===== config.mk =====
export PLATFORM = sky130hd
export DESIGN_NAME = cvrm_vregion
export DESIGN_NICKNAME = d
export VERILOG_FILES = /design/src/cvrm_pkg.sv /design/src/cvrm_vregion.sv
export SDC_FILE = /design/constraint.sdc
export NUM_CORES = 1
export LEC_CHECK = 0
export ABC_AREA = 1
export BUFFER_PORTS_ARGS = -buffer_cell sky130_fd_sc_hd__buf_4
export CORE_AREA = 2 2 493 495
export DETAILED_ROUTE_END_ITERATION = 10
export DIE_AREA = 0 0 495 497
export PLACE_DENSITY_LB_ADDON = 0.05
export SKIP_LAST_GASP = 1
export SLEW_MARGIN = 20
export SYNTH_ARGS = -nofsm -noshare
export SYNTH_HDL_FRONTEND = slang
export SYNTH_SLANG_ARGS = --single-unit
export TNS_END_PERCENT = 1

===== constraint.sdc =====
create_clock -name mclk_i -period 4 [get_ports mclk_i]
set_clock_uncertainty 0.15 [all_clocks]
set_input_delay 0.2 -clock mclk_i [delete_from_list [all_inputs] [get_ports mclk_i]]
set_output_delay 0.2 -clock mclk_i [all_outputs]
set_load 0.005 [all_outputs]

===== src/cvrm_pkg.sv =====
package cvrm_pkg;
  localparam int LINE_W = 12;
  localparam int PIX_W = 13;
  localparam int SEL_W = 5;
  localparam int REP_W = 12;
  localparam int NUM_XV = 13;
  localparam int NUM_TOG = 6;
  localparam int NUM_REG = 7;
  localparam int REG_W = 3;
  localparam logic [REG_W-1:0] REG_FIRST = 3'h0;
  localparam logic [REG_W-1:0] REG_LAST = 3'h6;
  localparam logic [REG_W-1:0] REG_STEP = 3'h1;
  localparam logic [LINE_W-1:0] LINE_ZERO = 12'h000;
  localparam logic [LINE_W-1:0] LINE_STEP = 12'h001;
  localparam logic [PIX_W-1:0] PIX_ZERO = 13'h0000;
  localparam logic [PIX_W-1:0] PIX_STEP = 13'h0001;
  localparam logic [REP_W-1:0] REP_ZERO = 12'h000;
  localparam logic [REP_W-1:0] REP_STEP = 12'h001;
  localparam logic [SEL_W-1:0] SEL_ZERO = 5'h00;
  localparam logic [NUM_XV-1:0] XV_ZERO = 13'h0000;
  typedef enum logic [1:0] {ENG_IDLE, ENG_LOAD, ENG_RUN} cvrm_eng_t;
endpackage : cvrm_pkg


===== src/cvrm_vregion.sv =====
`timescale 1ns/1ps
// Overview of operation
// Second pattern group allowed on sensor-gate line
// Sensor-gate line starts with region's sequence group
// Second group select and start from field
// Special insert enable gates one extra line
// Special insert line is 12 bits
// Special select 5 bits, start 13 bits
// Software keeps special insert off gate line
// Software never mixes special insert and group B
// Sweep region ignores line boundaries until end
// Otherwise pulse train cut at line end
// Sweep enabled per region by its bit
// Pulse repeated by pattern repeat count
// Normal line-bounded operation resumes after sweep
// Software spaces regions so sweep finishes first
// Any region may be a multiplier region
// Multiplier keeps polarity, scales toggles by length
// Six toggles, counted from pattern start
// Multiplier enabled per region by its bit
// Software sets repeat count to highest toggle
// Second group start is 13 bits
// Line and pixel compares trigger special insert
module cvrm_vregion (
  input wire logic mclk_i,
  input wire logic rst_n_i,
  input wire logic ce_i,
  // Line sync and field start come from on-chip counters on mclk_i
  input wire logic horizontal_line_sync_i,
  input wire logic field_start_i,
  input wire logic [cvrm_pkg::NUM_REG-1:0][cvrm_pkg::LINE_W-1:0] region_change_line_i,
  input wire logic [cvrm_pkg::NUM_REG-1:0] region_sweep_i,
  input wire logic [cvrm_pkg::NUM_REG-1:0] region_multi_i,
  input wire logic [cvrm_pkg::NUM_REG-1:0][cvrm_pkg::SEL_W-1:0] region_sequence_select_i,
  input wire logic [cvrm_pkg::LINE_W-1:0] sensor_gate_line_i,
  input wire logic [cvrm_pkg::SEL_W-1:0] second_group_select_i,
  input wire logic [cvrm_pkg::PIX_W-1:0] second_group_start_i,
  // Parameters of the sequence named by sequence_select_o
  input wire logic [cvrm_pkg::SEL_W-1:0] sequence_group_i,
  input wire logic [cvrm_pkg::REP_W-1:0] pattern_repeat_count_i,
  input wire logic special_insert_enable_i,
  input wire logic [cvrm_pkg::LINE_W-1:0] special_insert_line_i,
  input wire logic [cvrm_pkg::SEL_W-1:0] special_pattern_select_i,
  input wire logic [cvrm_pkg::PIX_W-1:0] special_pattern_start_i,
  // Definition of the group named by pattern_select_o
  input wire logic [cvrm_pkg::NUM_XV-1:0] pattern_polarity_i,
  input wire logic [cvrm_pkg::NUM_XV-1:0][cvrm_pkg::NUM_TOG-1:0][cvrm_pkg::PIX_W-1:0]
    vertical_toggle_position_i,
  input wire logic [cvrm_pkg::PIX_W-1:0] pattern_counter_length_i,
  output logic [cvrm_pkg::SEL_W-1:0] sequence_select_o,
  output logic [cvrm_pkg::SEL_W-1:0] pattern_select_o,
  output logic [cvrm_pkg::NUM_XV-1:0] vertical_transfer_outputs_o,
  output logic [cvrm_pkg::REG_W-1:0] region_o,
  output logic sensor_gate_line_o,
  output logic train_active_o
);

  function automatic logic tog_hit(
    input logic [cvrm_pkg::PIX_W-1:0] pos,
    input logic [cvrm_pkg::NUM_TOG-1:0][cvrm_pkg::PIX_W-1:0] togs
  );
    logic hit;
    hit = 1'b0;
    for (int k = 0; k < cvrm_pkg::NUM_TOG; k++)
    begin
      if (togs[k] == pos)
      begin
        hit = 1'b1;
      end
    end
    return hit;
  endfunction : tog_hit

  logic [cvrm_pkg::LINE_W-1:0] line_r, line_nxt;
  logic [cvrm_pkg::LINE_W-1:0] lseq_r, lseq_nxt;
  logic [cvrm_pkg::REG_W-1:0] reg_r, reg_nxt;
  logic [cvrm_pkg::PIX_W-1:0] pix_r, pix_nxt;
  cvrm_pkg::cvrm_eng_t eng_r, eng_nxt;
  logic [cvrm_pkg::SEL_W-1:0] grp_r, grp_nxt;
  logic [cvrm_pkg::PIX_W-1:0] pos_r, pos_nxt;
  logic [cvrm_pkg::PIX_W-1:0] sub_r, sub_nxt;
  logic [cvrm_pkg::REP_W-1:0] rep_r, rep_nxt;
  logic [cvrm_pkg::NUM_XV-1:0] xv_r, xv_nxt;
  logic mult_r, mult_nxt;
  logic [cvrm_pkg::NUM_XV-1:0] hit_vec;
  logic [cvrm_pkg::PIX_W-1:0] len_m1;
  logic on_sg_line;
  logic sg_hit;
  logic sp_hit;
  logic line_start;
  logic sweep_keep;
  logic start_any;
  logic tick;

  // Toggle match per channel at the current pattern position
  genvar gc;
  generate
    for (gc = 0; gc < cvrm_pkg::NUM_XV; gc++)
    begin : g_hit
      assign hit_vec[gc] = tog_hit(pos_r, vertical_toggle_position_i[gc]);
    end
  endgenerate

  // A length of zero is treated as one pixel
  assign len_m1 = (pattern_counter_length_i == cvrm_pkg::PIX_ZERO) ? cvrm_pkg::PIX_ZERO :
                  pattern_counter_length_i - cvrm_pkg::PIX_STEP;
  assign on_sg_line = (line_r == sensor_gate_line_i);
  assign sg_hit = on_sg_line && (pix_r == second_group_start_i);
  assign sp_hit = special_insert_enable_i && (lseq_r == special_insert_line_i) &&
                  (pix_r == special_pattern_start_i);
  assign tick = (sub_r == cvrm_pkg::PIX_ZERO);

  // Line and region tracking
  always_comb
  begin
    line_nxt = line_r;
    lseq_nxt = lseq_r;
    reg_nxt = reg_r;
    pix_nxt = pix_r + cvrm_pkg::PIX_STEP;
    if (field_start_i)
    begin
      line_nxt = cvrm_pkg::LINE_ZERO;
      lseq_nxt = cvrm_pkg::LINE_ZERO;
      reg_nxt = cvrm_pkg::REG_FIRST;
      pix_nxt = cvrm_pkg::PIX_ZERO;
    end
    else if (horizontal_line_sync_i)
    begin
      line_nxt = line_r + cvrm_pkg::LINE_STEP;
      lseq_nxt = lseq_r + cvrm_pkg::LINE_STEP;
      pix_nxt = cvrm_pkg::PIX_ZERO;
      if ((reg_r != cvrm_pkg::REG_LAST) &&
          (line_nxt == region_change_line_i[reg_r + cvrm_pkg::REG_STEP]))
      begin
        reg_nxt = reg_r + cvrm_pkg::REG_STEP;
        lseq_nxt = cvrm_pkg::LINE_ZERO;
      end
    end
  end

  // A line start restarts the train unless a running sweep region continues
  assign sweep_keep = region_sweep_i[reg_nxt] && (lseq_nxt != cvrm_pkg::LINE_ZERO);
  assign line_start = field_start_i || (horizontal_line_sync_i && !sweep_keep);
  assign start_any = line_start || sg_hit || sp_hit;

  // Pattern engine
  always_comb
  begin
    eng_nxt = eng_r;
    grp_nxt = grp_r;
    pos_nxt = pos_r;
    sub_nxt = sub_r;
    rep_nxt = rep_r;
    xv_nxt = xv_r;
    mult_nxt = mult_r;
    if (line_start)
    begin
      // First group of the line comes from the region's sequence
      grp_nxt = sequence_group_i;
      mult_nxt = region_multi_i[reg_nxt];
      eng_nxt = cvrm_pkg::ENG_LOAD;
    end
    else if (sg_hit)
    begin
      grp_nxt = second_group_select_i;
      eng_nxt = cvrm_pkg::ENG_LOAD;
    end
    else if (sp_hit)
    begin
      grp_nxt = special_pattern_select_i;
      eng_nxt = cvrm_pkg::ENG_LOAD;
    end
    else
    begin
      case (eng_r)
        cvrm_pkg::ENG_LOAD:
        begin
          xv_nxt = pattern_polarity_i;
          pos_nxt = cvrm_pkg::PIX_ZERO;
          sub_nxt = cvrm_pkg::PIX_ZERO;
          rep_nxt = cvrm_pkg::REP_ZERO;
          eng_nxt = (pattern_repeat_count_i == cvrm_pkg::REP_ZERO) ? cvrm_pkg::ENG_IDLE :
                    cvrm_pkg::ENG_RUN;
        end
        cvrm_pkg::ENG_RUN:
        begin
          if (tick)
          begin
            xv_nxt = xv_r ^ hit_vec;
          end
          if (mult_r)
          begin
            // Position advances once per counter length
            if (sub_r == len_m1)
            begin
              sub_nxt = cvrm_pkg::PIX_ZERO;
              pos_nxt = pos_r + cvrm_pkg::PIX_STEP;
            end
            else
            begin
              sub_nxt = sub_r + cvrm_pkg::PIX_STEP;
            end
            if (tick && (pos_r[cvrm_pkg::REP_W-1:0] == pattern_repeat_count_i) &&
                (pos_r[cvrm_pkg::PIX_W-1] == 1'b0))
            begin
              eng_nxt = cvrm_pkg::ENG_IDLE;
            end
          end
          else if (pos_r == len_m1)
          begin
            // One pulse done; repeat until the count is used up
            pos_nxt = cvrm_pkg::PIX_ZERO;
            rep_nxt = rep_r + cvrm_pkg::REP_STEP;
            if (rep_nxt == pattern_repeat_count_i)
            begin
              eng_nxt = cvrm_pkg::ENG_IDLE;
            end
          end
          else
          begin
            pos_nxt = pos_r + cvrm_pkg::PIX_STEP;
          end
        end
        default:
        begin
          eng_nxt = cvrm_pkg::ENG_IDLE;
        end
      endcase
    end
  end

  always_ff @(posedge mclk_i)
  begin
    if (!rst_n_i)
    begin
      line_r <= cvrm_pkg::LINE_ZERO;
      lseq_r <= cvrm_pkg::LINE_ZERO;
      reg_r <= cvrm_pkg::REG_FIRST;
      pix_r <= cvrm_pkg::PIX_ZERO;
      eng_r <= cvrm_pkg::ENG_IDLE;
      grp_r <= cvrm_pkg::SEL_ZERO;
      pos_r <= cvrm_pkg::PIX_ZERO;
      sub_r <= cvrm_pkg::PIX_ZERO;
      rep_r <= cvrm_pkg::REP_ZERO;
      xv_r <= cvrm_pkg::XV_ZERO;
      mult_r <= 1'b0;
    end
    else if (ce_i)
    begin
      line_r <= line_nxt;
      lseq_r <= lseq_nxt;
      reg_r <= reg_nxt;
      pix_r <= pix_nxt;
      eng_r <= eng_nxt;
      grp_r <= grp_nxt;
      pos_r <= pos_nxt;
      sub_r <= sub_nxt;
      rep_r <= rep_nxt;
      xv_r <= xv_nxt;
      mult_r <= mult_nxt;
    end
  end

  // Lookup follows the region being entered, so a new region starts with its own group
  assign sequence_select_o = region_sequence_select_i[reg_nxt];
  assign pattern_select_o = grp_r;
  assign vertical_transfer_outputs_o = xv_r;
  assign region_o = reg_r;
  assign sensor_gate_line_o = on_sg_line;
  assign train_active_o = (eng_r != cvrm_pkg::ENG_IDLE);
endmodule : cvrm_vregion


# [Word level (Yosys, flattened, before mapping)]
# Index checks and enable logic that the tools add are counted.
[word_totals] ff_bits=99 output_inout_bits=28
[op_classes] addsub=8 order_cmp=2 n_eq_ne=98 muxes=121 bitwise_logic=5 reduce_logical=26
[ops] operator="$eq A13 B13 Y1" count=82
[ops] operator="$mux W13" count=9
[ops] operator="$mux W12" count=8
[ops] operator="$mux W1" count=80
[ops] operator="$pmux W13 S2" count=3
[ops] operator="$eq A12 B12 Y1" count=5
[ops] operator="$add A13 B1 Y13 const B" count=3
[ops] operator="$add A12 B1 Y12 const B" count=3
[ops] operator="$bmux W12 S3" count=1
[ops] operator="$logic_not A13 Y1" count=2
[ops] operator="$pmux W12 S2" count=1
[ops] operator="$mux W5" count=4
[ops] operator="$ne A6 B6 Y1 const B" count=3
[ops] operator="$reduce_and A6 Y1" count=3
[ops] operator="$mux W2" count=8
[ops] operator="$bmux W5 S3" count=1
[ops] operator="$sub A13 B1 Y13 const B" count=1
[ops] operator="$xor A13 B13 Y13" count=1
[ops] operator="$logic_not A12 Y1" count=1
[ops] operator="$reduce_bool A12 Y1" count=1
[ops] operator="$mux W3" count=3
[ops] operator="$logic_and A1 B1 Y1" count=8
[ops] operator="$lt A3 B4 Y1 const B" count=2
[ops] operator="$ne A2 B2 Y1 const B" count=4
[ops] operator="other kinds (14)" count=23

# [Longest topological paths before layout]
# Gate-level depths: netlist of run 1.
[logic_depth] depth_word=16 mapped_depth=32

# [Worst setup path before layout of run 1]
# Ideal clock, no wire load.
[synth_timing] kind="reg-to-reg" from="reg reg_r, in the netlist region_o[0]" to="reg rep_r[9] (netlist bit)" setup_ps=132 arrival_ps=3279 required_ps=3718 slack_ps=439 path_stages_with_launch=30 path_buffers=5 period_less_slack_ps=3561 path_cell_list="dfxtp_1 -> buf_6 -> inv_4 -> buf_6 -> ha_1 -> buf_4 -> nor2_2 -> nand2_1 -> nand3_1 -> nand2_1 -> nand2_1 -> nand2_1 -> nor2_1 -> nand2_1 -> nor2_4 -> nand3_2 -> nand3_4 -> nand2_1 -> nor2_1 -> nor2_1 -> nand2_2 -> nand3_4 -> nand2_4 -> nand3_4 -> inv_4 -> nand2_2 -> buf_6 -> buf_6 -> nand2_1 -> a21oi_1"
[synth_via] elab_chain_len=16
[synth_rtl] element="from (decl)" line_no="cvrm_vregion.sv:76" text="logic [cvrm_pkg::REG_W-1:0] reg_r, reg_nxt;"
[synth_rtl] element="from (signal assigned)" line_no="cvrm_vregion.sv:238" text="reg_r <= cvrm_pkg::REG_FIRST;"
[synth_rtl] element="from (signal assigned)" line_no="cvrm_vregion.sv:252" text="reg_r <= reg_nxt;"
[synth_rtl] element="$add A3 B1 Y3" line_no="cvrm_vregion.sv:133, cvrm_vregion.sv:135"
[synth_rtl] element="$bmux W12 S3" line_no="cvrm_vregion.sv:133" text="(line_nxt == region_change_line_i[reg_r + cvrm_pkg::REG_STEP]))"
[synth_rtl] element="$mux W12 (implied by the code)" line_no="cvrm_vregion.sv:133"
[synth_rtl] element="$eq A12 B12 Y1" line_no="cvrm_vregion.sv:133"
[synth_rtl] element="$logic_and A1 B1 Y1" line_no="cvrm_vregion.sv:132" text="if ((reg_r != cvrm_pkg::REG_LAST) &&"
[synth_rtl] element="$mux W3" line_no="cvrm_vregion.sv:132"
[synth_rtl] element="$mux W3" line_no="cvrm_vregion.sv:127" text="else if (horizontal_line_sync_i)"
[synth_rtl] element="$mux W3" line_no="cvrm_vregion.sv:120" text="if (field_start_i)"
[synth_rtl] element="$bmux W1 S3" line_no="cvrm_vregion.sv:142" text="assign sweep_keep = region_sweep_i[reg_nxt] && (lseq_nxt != cvrm_pkg::LINE_ZERO);"
[synth_rtl] element="$mux W1 (implied by the code)" line_no="cvrm_vregion.sv:142"
[synth_rtl] element="$logic_and A1 B1 Y1 (*)" line_no="cvrm_vregion.sv:142"
[synth_rtl] element="$logic_not A1 Y1 (*)" line_no="cvrm_vregion.sv:143" text="assign line_start = field_start_i || (horizontal_line_sync_i && !sweep_keep);"
[synth_rtl] element="$logic_and A1 B1 Y1 (*)" line_no="cvrm_vregion.sv:143"
[synth_rtl] element="$logic_or A1 B1 Y1 (*)" line_no="cvrm_vregion.sv:143"
[synth_rtl] element="$not A1 Y1 (no source line) (*)"
[synth_rtl] element="$reduce_and A7 Y1 (no source line) (*)"
[synth_rtl] element="to (signal assigned)" line_no="cvrm_vregion.sv:244" text="rep_r <= cvrm_pkg::REP_ZERO;"
[synth_rtl] element="to (signal assigned)" line_no="cvrm_vregion.sv:258" text="rep_r <= rep_nxt;"
[synth_rtl] element="to (decl)" line_no="cvrm_vregion.sv:82" text="logic [cvrm_pkg::REP_W-1:0] rep_r, rep_nxt;"
# Mark *: on every way between the ends. The rest lies on a longest branch, timed or not. The select of a mux whose other input is x is not followed.
# A chain may end at the register's enable or synchronous reset.

# [Worst setup path in the final report of run 1]
[layout_timing] from="reg reg_r, in the netlist region_o[1]" to="out sequence_select_o[1] (netlist bit)"
[layout_via] elab_chain_len=10
[layout_rtl] element="$add A3 B1 Y3" line_no="cvrm_vregion.sv:133, cvrm_vregion.sv:135"
[layout_rtl] element="$bmux W12 S3" line_no="cvrm_vregion.sv:133"
[layout_rtl] element="$mux W12 (implied by the code)" line_no="cvrm_vregion.sv:133"
[layout_rtl] element="$eq A12 B12 Y1" line_no="cvrm_vregion.sv:133"
[layout_rtl] element="$logic_and A1 B1 Y1" line_no="cvrm_vregion.sv:132"
[layout_rtl] element="$mux W3" line_no="cvrm_vregion.sv:132"
[layout_rtl] element="$mux W3 (*)" line_no="cvrm_vregion.sv:127"
[layout_rtl] element="$mux W3 (*)" line_no="cvrm_vregion.sv:120"
[layout_rtl] element="$bmux W5 S3 (*)" line_no="cvrm_vregion.sv:265" text="assign sequence_select_o = region_sequence_select_i[reg_nxt];"
[layout_rtl] element="$mux W5 (implied by the code) (*)" line_no="cvrm_vregion.sv:265"
[layout_rtl] element="to (decl)" line_no="cvrm_vregion.sv:50" text="output logic [cvrm_pkg::SEL_W-1:0] sequence_select_o,"
# Marked as above.

==> impl_results.md, run 1 <==
* Status: completed
* ANT nets after route at 0
* Data required time at the worst endpoint at 3650 ps
* Via density per instance at 3.79
* Power share of the clock group at 0.212
* Critical Path Start Type: flip-flop
* CTS root buffer: clkbuf_16
* Via count at 30.1k
* Reg2Reg Depth at 12
* Final min period at 3810 ps
* Net Count, Synth at 4699
* Worst setup path startpoint: region_o[1]
* Port-buffer cells at about 1.3k
* Core box area at 240000 µm²
* Grt total ovfl at 0
* First-pass GRT wire length at 294 mm
* Asr flop ratio synth at 0
* Critical path endpoint: sequence_select_o[1]
* Boundary Pins at 1284
* CP Class: flip-flop to output pin
* Psw at roughly 1.9 mW
* Later-pin clock latency in the skew report at 400 ps
* Vias in the first global route at 30.5k
* Reg-to-reg endpoint: vertical_transfer_outputs_o[6]
* Yosys reg bits at 99
* Num CTS Buffers at 9
* Clock-pin transition on the worst setup and hold timing paths at about 90 ps
* Placer Congestion at 0.829
* Initial antenna violation count at 132
* Mapped Cells at 3430
* Max-slew headroom at 0.332
* Logic pwr share at 0.568
* Avg WL per Cell at roughly 29 µm
* CTS tree: yes
* Synth Cell Area at 21000 µm²
* Initial DRC Count at 1625
* Post-synth EDFFs at 0
* Largest net degree at the start of global routing at 46
* CP endpoint kind: output pin
* Pint at 2.94 mW
* R2R Setup Slk at approximately 230 ps
* Leakage power total at 15.9 nW
* Net Sw Frac at 0.389
* Final worst slack at 190 ps
* Synth warn at 0
* H-tree levels at 3
* Width of the die at between 400 and 500 µm
* Synth unique cells at 63
* Core Rows at 180
* Worst-Margin Slew at 995 ps
* Area growth syn-to-layout at 73.2%
* Endpoints failing hold at 0
* Most common cell after layout, fill and taps aside: buf_4
* Reg area at 2030 µm²
* Filler Cell Count at 28.1k
* Max IR drop VDD at around 0.00021 V
* Die footprint at approximately 250000 µm²
* RSZ-0062 raised after global routing: true
* Setup violations, final at 0
* Layout cell share with drive strength beyond 1 at 0.356
* Critical R2R Launch: pos_r[9]
* Hold WC Path Type: input pin to flip-flop
* Layout Nets at 5978
* Final Util at 0.152
* Max-slew violations at 0
* Pre-CTS setup slack at ~110 ps
* Most frequent cells in the layout: buf_4 (1448), nand2_1 (696), xnor2_1 (323)
* Fmax at 262 MHz
* Ys flop type: dfxtp_1
* Final WL at 228 mm
* TritonRoute pass-1 iters at 5
* Syn Area/Cell at 6.13 µm²
* Tot GR Track Use at 0.176
* Sequential Power Share at 0.220
* Clk sink count at around 100
* Max-cap viol count at 0
* Multi-input combinational cell area at 17400 µm²
* Pwr Density at 132 nW/µm²
* Register area share after synthesis at 0.0942
* Post-route DRC at 0
* Initial Util at 0.0876
* Fin crit share at 0.952
* CTS Buffer Depth at 2
* DIE HEIGHT at between 400 and 500 µm
* Max FO, Critical Path at 12
* Post-DP HPWL at slightly below 200 mm
* WP data arrival at 3460 ps
==> stage by stage <==
step                      std cells  power [mW]  area, µm²  setup TNS (ps)  hold WS [ps]
after floorplan                3430        2.11      21000               0           241
after global placement         7864        3.84      35600           -28.4           311
after detailed placement       7864        3.82      35600               0           313
after CTS                      7887        4.92      36100               0         0.935
after global routing           7924        5.19      36400            -587          43.5
final                          7948        4.82      36400               0          20.6
==> worst min path at each step <==
| stage | cells past startpoint | to | startpoint |
|---|---|---|---|
| after floorplan | 3 | lseq_r[4] | field_start_i |
| after global placement | 2 | rep_r[8] | rep_r[8] |
| after detailed placement | 2 | rep_r[6] | rep_r[6] |
| after CTS | 5 | vertical_transfer_outputs_o[5] | pattern_polarity_i[5] |
| after global routing | 5 | vertical_transfer_outputs_o[5] | pattern_polarity_i[5] |
| final | 5 | vertical_transfer_outputs_o[10] | pattern_polarity_i[10] |
==> worst max-delay path, stage by stage, from the launching register on <==
cell	delay [ps]
dfxtp_2	430
ha_4	240
buf_4	170
buf_12	150
nand2_1	70
nand3_1	70
nand3_1	90
nand2_1	100
nand2_1	80
nand2_1	50
nor2_1	80
nand2_1	90
nor2_4	210
nand2_4	110
nand2_4	80
nand3_4	110
inv_4	90
buf_12	130
o21a_1	110
o21ai_1	90
a32oi_1	230
buf_4	170
buf_4	110
==> registers in the layout, summed over array words and instances, names as in the netlist, 5 cells and up <==
register,cells
line_r,12
lseq_r,12
pattern_select_o,5
pix_r,13
pos_r,13
rep_r,12
sub_r,13
vertical_transfer_outputs_o,13
==> synthesized netlist by cell type (47+ instances only) <==
cell	n	area share
o22ai_1	117	0.035
nand2_1	698	0.12
buf_1	47	0.0084
xor2_1	293	0.12
nand3_1	202	0.048
a221oi_1	75	0.031
xnor2_1	323	0.13
inv_1	213	0.038
nand4_1	108	0.032
dfxtp_1	99	0.094
or2_2	82	0.024
clkbuf_1	137	0.024
nor4_1	94	0.028
nor3_1	65	0.015
a21oi_1	82	0.020
o21ai_0	202	0.048
nor2_1	265	0.047
==> area by class of cell <==
class                   count  share of cell area
repair buffers           1492               0.321
inverters                 231              0.0251
well taps                3185               0.109
clock buffers               9             0.00618
clock inverters             7             0.00223
diodes                     49             0.00337
multi-input cells        2876               0.477
flip-flops and latches     99              0.0557
==> logic make-up (layout without fill, tap and decap cells) <==
kind of cell,count (synthesis),count (layout),synth area share
AO/OA/AOI/OAI,673,673,0.210
XOR/XNOR,616,616,0.256
adder cells (fa/ha/maj),13,13,0.00773
buffers and inverters,455,1739,0.0879
flip-flops,99,99,0.0942
multiplexers,1,1,0.000476
other,0,49,0
AND/OR/NAND/NOR,1573,1573,0.343
==> power by group through the flow <==
stage / Clock [mW] / Sequential [mW] / Combinational (mW)
final: 1.02 / 1.06 / 2.74
after CTS: 1.09 / 1.06 / 2.77
after global routing: 1.11 / 1.07 / 3.01
after detailed placement: 0 / 1.08 / 2.74
after global placement: 0 / 1.09 / 2.75
after floorplan: 0 / 1.07 / 1.04
==> metal layers <==
layer	track usage	vias up	routed length (µm)
met5	0	-	572
met4	0.0326	86	3230
met3	0.0440	227	14700
met2	0.330	1037	120000
met1	0.200	14328	89700
li1	-	14462	-
==> repair_timing <==
item / CTS / global route
buffers inserted: 3 / 11
endpoints found under the hold margin: 5 / 0
pin swaps: 6 / 5
endpoints found under the setup margin: 4 / 63
resized for setup: 18 / 20
cloned: 1 / 1
hold buffers: 3 / 0
(Power assumes the default switching activity.)
==> run 2, diff against run 1 <==
--- a/config.mk
+++ b/config.mk
@@ -7,9 +7,10 @@
 export LEC_CHECK = 0
 export ABC_AREA = 1
 export BUFFER_PORTS_ARGS = -buffer_cell sky130_fd_sc_hd__buf_4
-export CORE_AREA = 2 2 493 495
+export CORE_AREA = 2 2 507 509
+export CTS_CLUSTER_SIZE = 40
 export DETAILED_ROUTE_END_ITERATION = 10
-export DIE_AREA = 0 0 495 497
+export DIE_AREA = 0 0 509 511
 export PLACE_DENSITY_LB_ADDON = 0.05
 export SKIP_LAST_GASP = 1
 export SLEW_MARGIN = 20
==> constraint.sdc (replaced) <==
create_clock -name mclk_i -period 3.4 [get_ports mclk_i]
set_clock_uncertainty 0.15 [all_clocks]
set_input_delay 0.17 -clock mclk_i [delete_from_list [all_inputs] [get_ports mclk_i]]
set_output_delay 0.17 -clock mclk_i [all_outputs]
set_load 0.005 [all_outputs]
==> impl_results.md, run 2 (same netlist as run 1, synthesis figures left out) <==
* Most frequent cells in the layout: buf_4 (1545), nand2_1 (685), xnor2_1 (323)
* Pre-CTS setup slack at -635 ps (-740 ps)
* Core Rows at 186 (+3.3%)
* Clock-pin transition on the worst setup and hold timing paths at 90 ps (about the same)
* Layout cell share with drive strength beyond 1 at 0.379 (+0.0234)
* CTS root buffer: clkbuf_16
* Boundary Pins at 1284 (unchanged)
* Worst-Margin Slew at 1060 ps (+63.4 ps)
* Post-route DRC at 0 (unchanged)
* Cell area after layout at 38200 µm² (+4.8%)
* Cell chain of the critical path: buf_12 > buf_4 > xor2_1 > nor4_1 > nand4_1 > o41ai_1 > buf_4 > nor3_1 > buf_12 > or2_2 > nand3_1 > nand2_1 > nor2_1 > nor2_1
* Setup violations, final at 64 (+64)
* Port-buffer cells at 1283 (unchanged)
* Vias in the first global route at 31.3k (+2.8%)
* Placer Congestion at 0.825 (-0.40%)
* Leakage power total at 16.7 nW (+5.0%)
* Via density per instance at 3.71 (-2.2%)
* Post-DP HPWL at 204 mm (+4.7%)
* Max-slew headroom at 0.285 (-0.0464)
* Clk sink count at 99 (unchanged)
* Later-pin clock latency in the skew report at 420 ps (+20 ps)
* Fmax at about 270 MHz
* Fin crit share at 1.11
* Placed Area at 37100 µm² (+4.0%)
* Data required time at the worst endpoint at 3580 ps (-70 ps)
* CTS Buffer Depth at 2 (unchanged)
* Grt total ovfl at 0 (unchanged)
* Max-slew violations at 0 (unchanged)
* Max-cap viol count at 0 (unchanged)
* DIE HEIGHT at 511 µm (+2.8%)
* Max incr delay on CP at 870 ps (+440 ps)
* Tot GR Track Use at 0.173 (-0.00355)
* Endpoints failing hold at 0 (unchanged)
* CTS tree: yes
* CP Class: flip-flop to flip-flop
* TritonRoute pass-1 iters at 5 (unchanged)
* Width of the die at 509 µm (+2.8%)
* Die footprint at 260000 µm² (+5.7%)
* H-tree levels at 3 (unchanged)
* Initial Util at 0.0824 (-0.00522)
* Area growth syn-to-layout at 81.5%
* RSZ-0062 raised after global routing: true
* Total Power at 5.76 mW (+20%)
* Pwr Density at 151 nW/µm² (+14%)
* Most common cell after layout, fill and taps aside: buf_4
* Status: finished with violations
* WP data arrival at 3950 ps (+490 ps)
* Placed Cells at 8180 (+4.0%)
* Layout Cells excl Fill at 8285 (+4.2%)
* Avg WL per Cell at 28.4 µm (-0.87%)
* First-pass GRT wire length at 304 mm (+3.4%)
* Critical Path Start Type: flip-flop
* Num CTS Buffers at 9 (unchanged)
* Initial antenna violation count at 126 (-4.5%)
* Core box area at 255000 µm² (+6.3%)
* Final Util at 0.150 (-0.00220)
* Filler Cell Count at 29.6k (+5.6%)
* Failing checks: negative setup slack
* Final worst slack at -373 ps (-563 ps)
* Initial DRC Count at 1813 (+12%)
* Largest net degree at the start of global routing at 50 (+8.7%)
* Max IR drop VDD at 0.000185 V (-12%)
* Max FO, Critical Path at 16 (+4)
* Layout Nets at 6117 (+2.3%)
* ANT nets after route at 0 (unchanged)
* CP endpoint kind: flip-flop
* Final min period at 3770 ps
* Via count at 30.7k (+2.0%)
* Final WL at 235 mm (+3.3%)
* CP max stage cell: o41ai_1
* Hold WC Path Type: input pin to flip-flop
-- run 2: changes by cell type in the layout (fill, tap and decap cells not counted), moves of 4 or more --
| cell | change |
|---|---|
| nand2_2 | +9 |
| nand3_1 | -22 |
| dlygate4sd3_1 | +13 |
| nand2_1 | -11 |
| nand2_4 | +4 |
| buf_6 | +5 |
| buf_8 | +5 |
| buf_4 | +97 |
| buf_12 | +17 |
| o21ai_0 | -4 |
| nand3_2 | +20 |
-- run 2: power breakdown --
| group | switching, mW | total [mW] | internal, mW | leakage, nW |
|---|---|---|---|---|
| Clock | 0.639 | 1.14 | 0.505 | 0.135 |
| Sequential | 0.0543 | 1.25 | 1.19 | 0.815 |
| Combinational | 1.61 | 3.37 | 1.76 | 15.7 |
-- run 2: path summary, 6_finish.rpt --
path,from,end,slack (ps),cells past startpoint
worst min register to register,rep_r[6],rep_r[6],320,2
worst max register to register,pos_r[9],vertical_transfer_outputs_o[10],-370,14
worst min-delay path,second_group_select_i[1],pattern_select_o[1],30,5
worst max-delay path,pos_r[9],vertical_transfer_outputs_o[10],-370,14
-- run 2: cell type report --
| class | count | area, µm² | share of cell area |
|---|---|---|---|
| Antenna cell | 48 | 120 | 0.00315 |
| Clock buffer | 9 | 225 | 0.00590 |
| Clock inverter | 7 | 51.3 | 0.00134 |
| Inverter | 231 | 932 | 0.0244 |
| Multi-Input combinational cell | 2877 | 17500 | 0.459 |
| Sequential cell | 99 | 2030 | 0.0532 |
| Tap cell | 3384 | 4230 | 0.111 |
| Timing Repair Buffer | 1629 | 13000 | 0.341 |
| Timing Repair inverter | 1 | 6.26 | 0.000164 |
-- run 2: worst max-delay path, delay by kind of cell (launching register included) --
family	cells	cell delay (ps)
AND/OR/NAND/NOR	8	1100
buffers and inverters	4	970
flip-flops	1	410
XOR/XNOR	1	100
AO/OA/AOI/OAI	1	870
-- run 2: layer usage --
layer / vias to the layer above / GRT usage / routed length [µm]
met4: 70 / 0.0251 / 2630
li1: 14750 / - / -
met3: 221 / 0.0401 / 13600
met1: 14650 / 0.198 / 94900
met2: 1048 / 0.326 / 124000
met5: - / 0 / 479
-- run 2: repair_timing --
action	in CTS	in global routing
setup buffers	10	11
pin swaps	25	14
hold buffers	16	0
setup endpoints to repair	64	64
endpoints found under the hold margin	15	0
gates cloned	3	1
gates resized for setup	63	27
-- run 2: metrics by stage --
stage / TNS (ps) / hold slack, ps
6_report: -15330 / 30.0
5_1_grt: -33650 / 53.0
4_1_cts: -19910 / 6.51
3_5_place_dp: -27130 / 309
3_3_place_gp: -26320 / 316
2_1_floorplan: -175 / 211
==> run 3, diff against run 2 <==
--- a/config.mk
+++ b/config.mk
@@ -11,7 +11,7 @@
 export CTS_CLUSTER_SIZE = 40
 export DETAILED_ROUTE_END_ITERATION = 10
 export DIE_AREA = 0 0 509 511
-export PLACE_DENSITY_LB_ADDON = 0.05
+export PLACE_DENSITY = 0.37
 export SKIP_LAST_GASP = 1
 export SLEW_MARGIN = 20
 export SYNTH_ARGS = -nofsm -noshare
==> impl_results.md, run 3 (same netlist as run 1, synthesis figures left out) <==
* Status: finished with violations
* Failing checks: negative setup slack
* Core Rows at 186 (unchanged)
* CP endpoint kind: output pin
* DIE HEIGHT at 511 µm (unchanged)
* Worst setup path startpoint: region_o[0]
* Max IR drop VDD at 0.000232 V (+25%)
* CTS tree: yes
* Largest net degree at the start of global routing at 48 (-4.0%)
* Grt total ovfl at 0 (unchanged)
* Reg2Reg Depth at 27 (+13)
* Pwr Density at 153 nW/µm² (+1.6%)
* ANT nets after route at 0 (unchanged)
* Post-route DRC at 0 (unchanged)
* Psw at 2.24 mW (-2.8%)
* Endpoints failing hold at 0 (unchanged)
* Reg-to-reg endpoint: pos_r[2]
* Later-pin clock latency in the skew report at 390 ps (-30 ps)
* Tot GR Track Use at 0.154 (-0.0188)
* Area growth syn-to-layout at 78.9%
* Boundary Pins at 1284 (unchanged)
* WP data arrival at 3450 ps (-500 ps)
* Critical Path Start Type: flip-flop
* Worst-Margin Slew at 1060 ps (+2.45 ps)
* R2R Setup Slk at -290 ps (+80 ps)
* Pre-CTS setup slack at -594 ps (+40.7 ps)
* TritonRoute pass-1 iters at 6 (+1)
* Sequential Power Share at 0.216 (about the same)
* Clk sink count at 99 (unchanged)
* Total Power at 5.77 mW (+0.14%)
* Fin crit share at 1.11 (-0.00229)
* Final min period at 3770 ps (-7.79 ps)
* Most common cell after layout, fill and taps aside: buf_4
* Hold WC Path Type: input pin to flip-flop
* Via density per instance at 3.79 (+2.2%)
* Clock-pin transition on the worst setup and hold timing paths at 80 ps (about the same)
* Initial antenna violation count at 67 (-47%)
* Critical R2R Launch: region_o[0]
* Placer Congestion at 0.924 (+12%)
* Num CTS Buffers at 9 (unchanged)
* Fmax at 266 MHz (+0.21%)
* Max-slew headroom at 0.285 (about the same)
* Net Sw Frac at 0.387 (-0.0119)
* Die footprint at 260000 µm² (unchanged)
* Data required time at the worst endpoint at 3080 ps (-500 ps)
* Via count at 31.2k (+1.4%)
* Final WL at 211 mm (-10%)
* Max FO, Critical Path at 16 (unchanged)
* Core box area at 255000 µm² (unchanged)
* Initial Util at 0.0824 (unchanged)
* CP Class: flip-flop to output pin
* RSZ-0062 raised after global routing: true
* Avg WL per Cell at 25.7 µm (-9.6%)
* Leakage power total at 16.4 nW (-1.6%)
* Setup violations, final at 64 (unchanged)
* CTS root buffer: clkbuf_16
* Final worst slack at -365 ps (+7.79 ps)
* HP Start: pattern_polarity_i[8]
* Pint at 3.54 mW (+2.1%)
* Critical path endpoint: sequence_select_o[2]
* Width of the die at 509 µm (unchanged)
* Placed Area at 37000 µm² (-0.22%)
* Power share of the clock group at 0.206 (+0.008)
* CTS Buffer Depth at 2 (unchanged)
* H-tree levels at 3 (unchanged)
* First-pass GRT wire length at 275 mm (-9.5%)
* Max-cap viol count at 0 (unchanged)
* Most frequent cells in the layout: buf_4 (1529), nand2_1 (694), xnor2_1 (323)
* Vias in the first global route at 31.3k (+0.029%)
* Cell area after layout at 37600 µm² (-1.4%)
* Max-slew violations at 0 (unchanged)
* Layout Nets at 6081 (-0.59%)
* Initial DRC Count at 2197 (+21%)
* Post-DP HPWL at 180 mm (-12%)
* Layout cell share with drive strength beyond 1 at 0.372 (-0.00705)
* Logic pwr share at 0.578 (-0.007)
* Port-buffer cells at 1283 (unchanged)
run 3: critical path, stage by stage (launching register included):
cell and delay [ps]:
dfxtp_4 400, inv_8 30, ha_4 340, buf_12 120
clkbuf_16 150, nand3_1 80, nand3_1 120, nand2_1 70
nand2_1 60, nand2_1 50, nor2_1 90, nand2_1 90
nor2_4 230, nand2_4 130, nand2_4 90, nand3_4 110
buf_6 150, buf_8 140, a21oi_1 120, o21ai_0 110
a32oi_1 210, buf_4 140
run 3: power by group through the flow:
stage	Clock (mW)	Combinational [mW]	Sequential, mW
floorplan	0	1.24	1.26
global placement	0	3.30	1.28
detailed placement	0	3.30	1.28
CTS	1.24	3.33	1.25
global route	1.27	3.61	1.26
finish	1.19	3.33	1.25
run 3: cell type report:
class,instances,area [µm²]
Fill cell,29614,218000
Timing Repair inverter,1,6.26
Inverter,231,917
Multi-Input combinational cell,2876,17400
Clock buffer,10,250
Sequential cell,99,2030
Tap cell,3384,4230
Clock inverter,5,67.6
Timing Repair Buffer,1594,12700
Antenna cell,19,47.5
run 3: routing by layer:
metal,vias to the layer above,track usage,share of wire
met3,243,0.0284,0.061
met2,1474,0.289,0.52
met4,26,0.0487,0.032
met5,-,0,0.00082
li1,14646,-,-
met1,14766,0.172,0.38
run 3: repair_timing:
item                       in CTS  in global routing
setup endpoints to repair      64                 64
pin swaps                       7                 13
hold buffers                    5                  0
setup buffers                   3                  5
hold endpoints to repair        9                  0
resized for setup              13                 19
gates cloned                    1                  2
run 3: per-stage QoR:
stage | hold slack [ps] | setup TNS [ps] | cells | utilization
after floorplan | 211 | -175 | 3430 | -
after global placement | 301 | -18700 | 8169 | 0.145
final | 14.9 | -15480 | 8219 | 0.147
after detailed placement | 306 | -17330 | 8169 | 0.145
after global routing | 46.0 | -32170 | 8212 | 0.147
after CTS | 0.317 | -16920 | 8193 | 0.147
run 3: worst min path at each step:
stage                                     endpoint  slack, ps  cells past startpoint
finish              vertical_transfer_outputs_o[8]         10                      5
CTS                            pattern_select_o[3]        0.3                      5
floorplan                                lseq_r[4]        210                      3
detailed placement                        rep_r[6]        310                      2
global placement                          rep_r[6]        300                      2
global route                   pattern_select_o[4]         50                      5
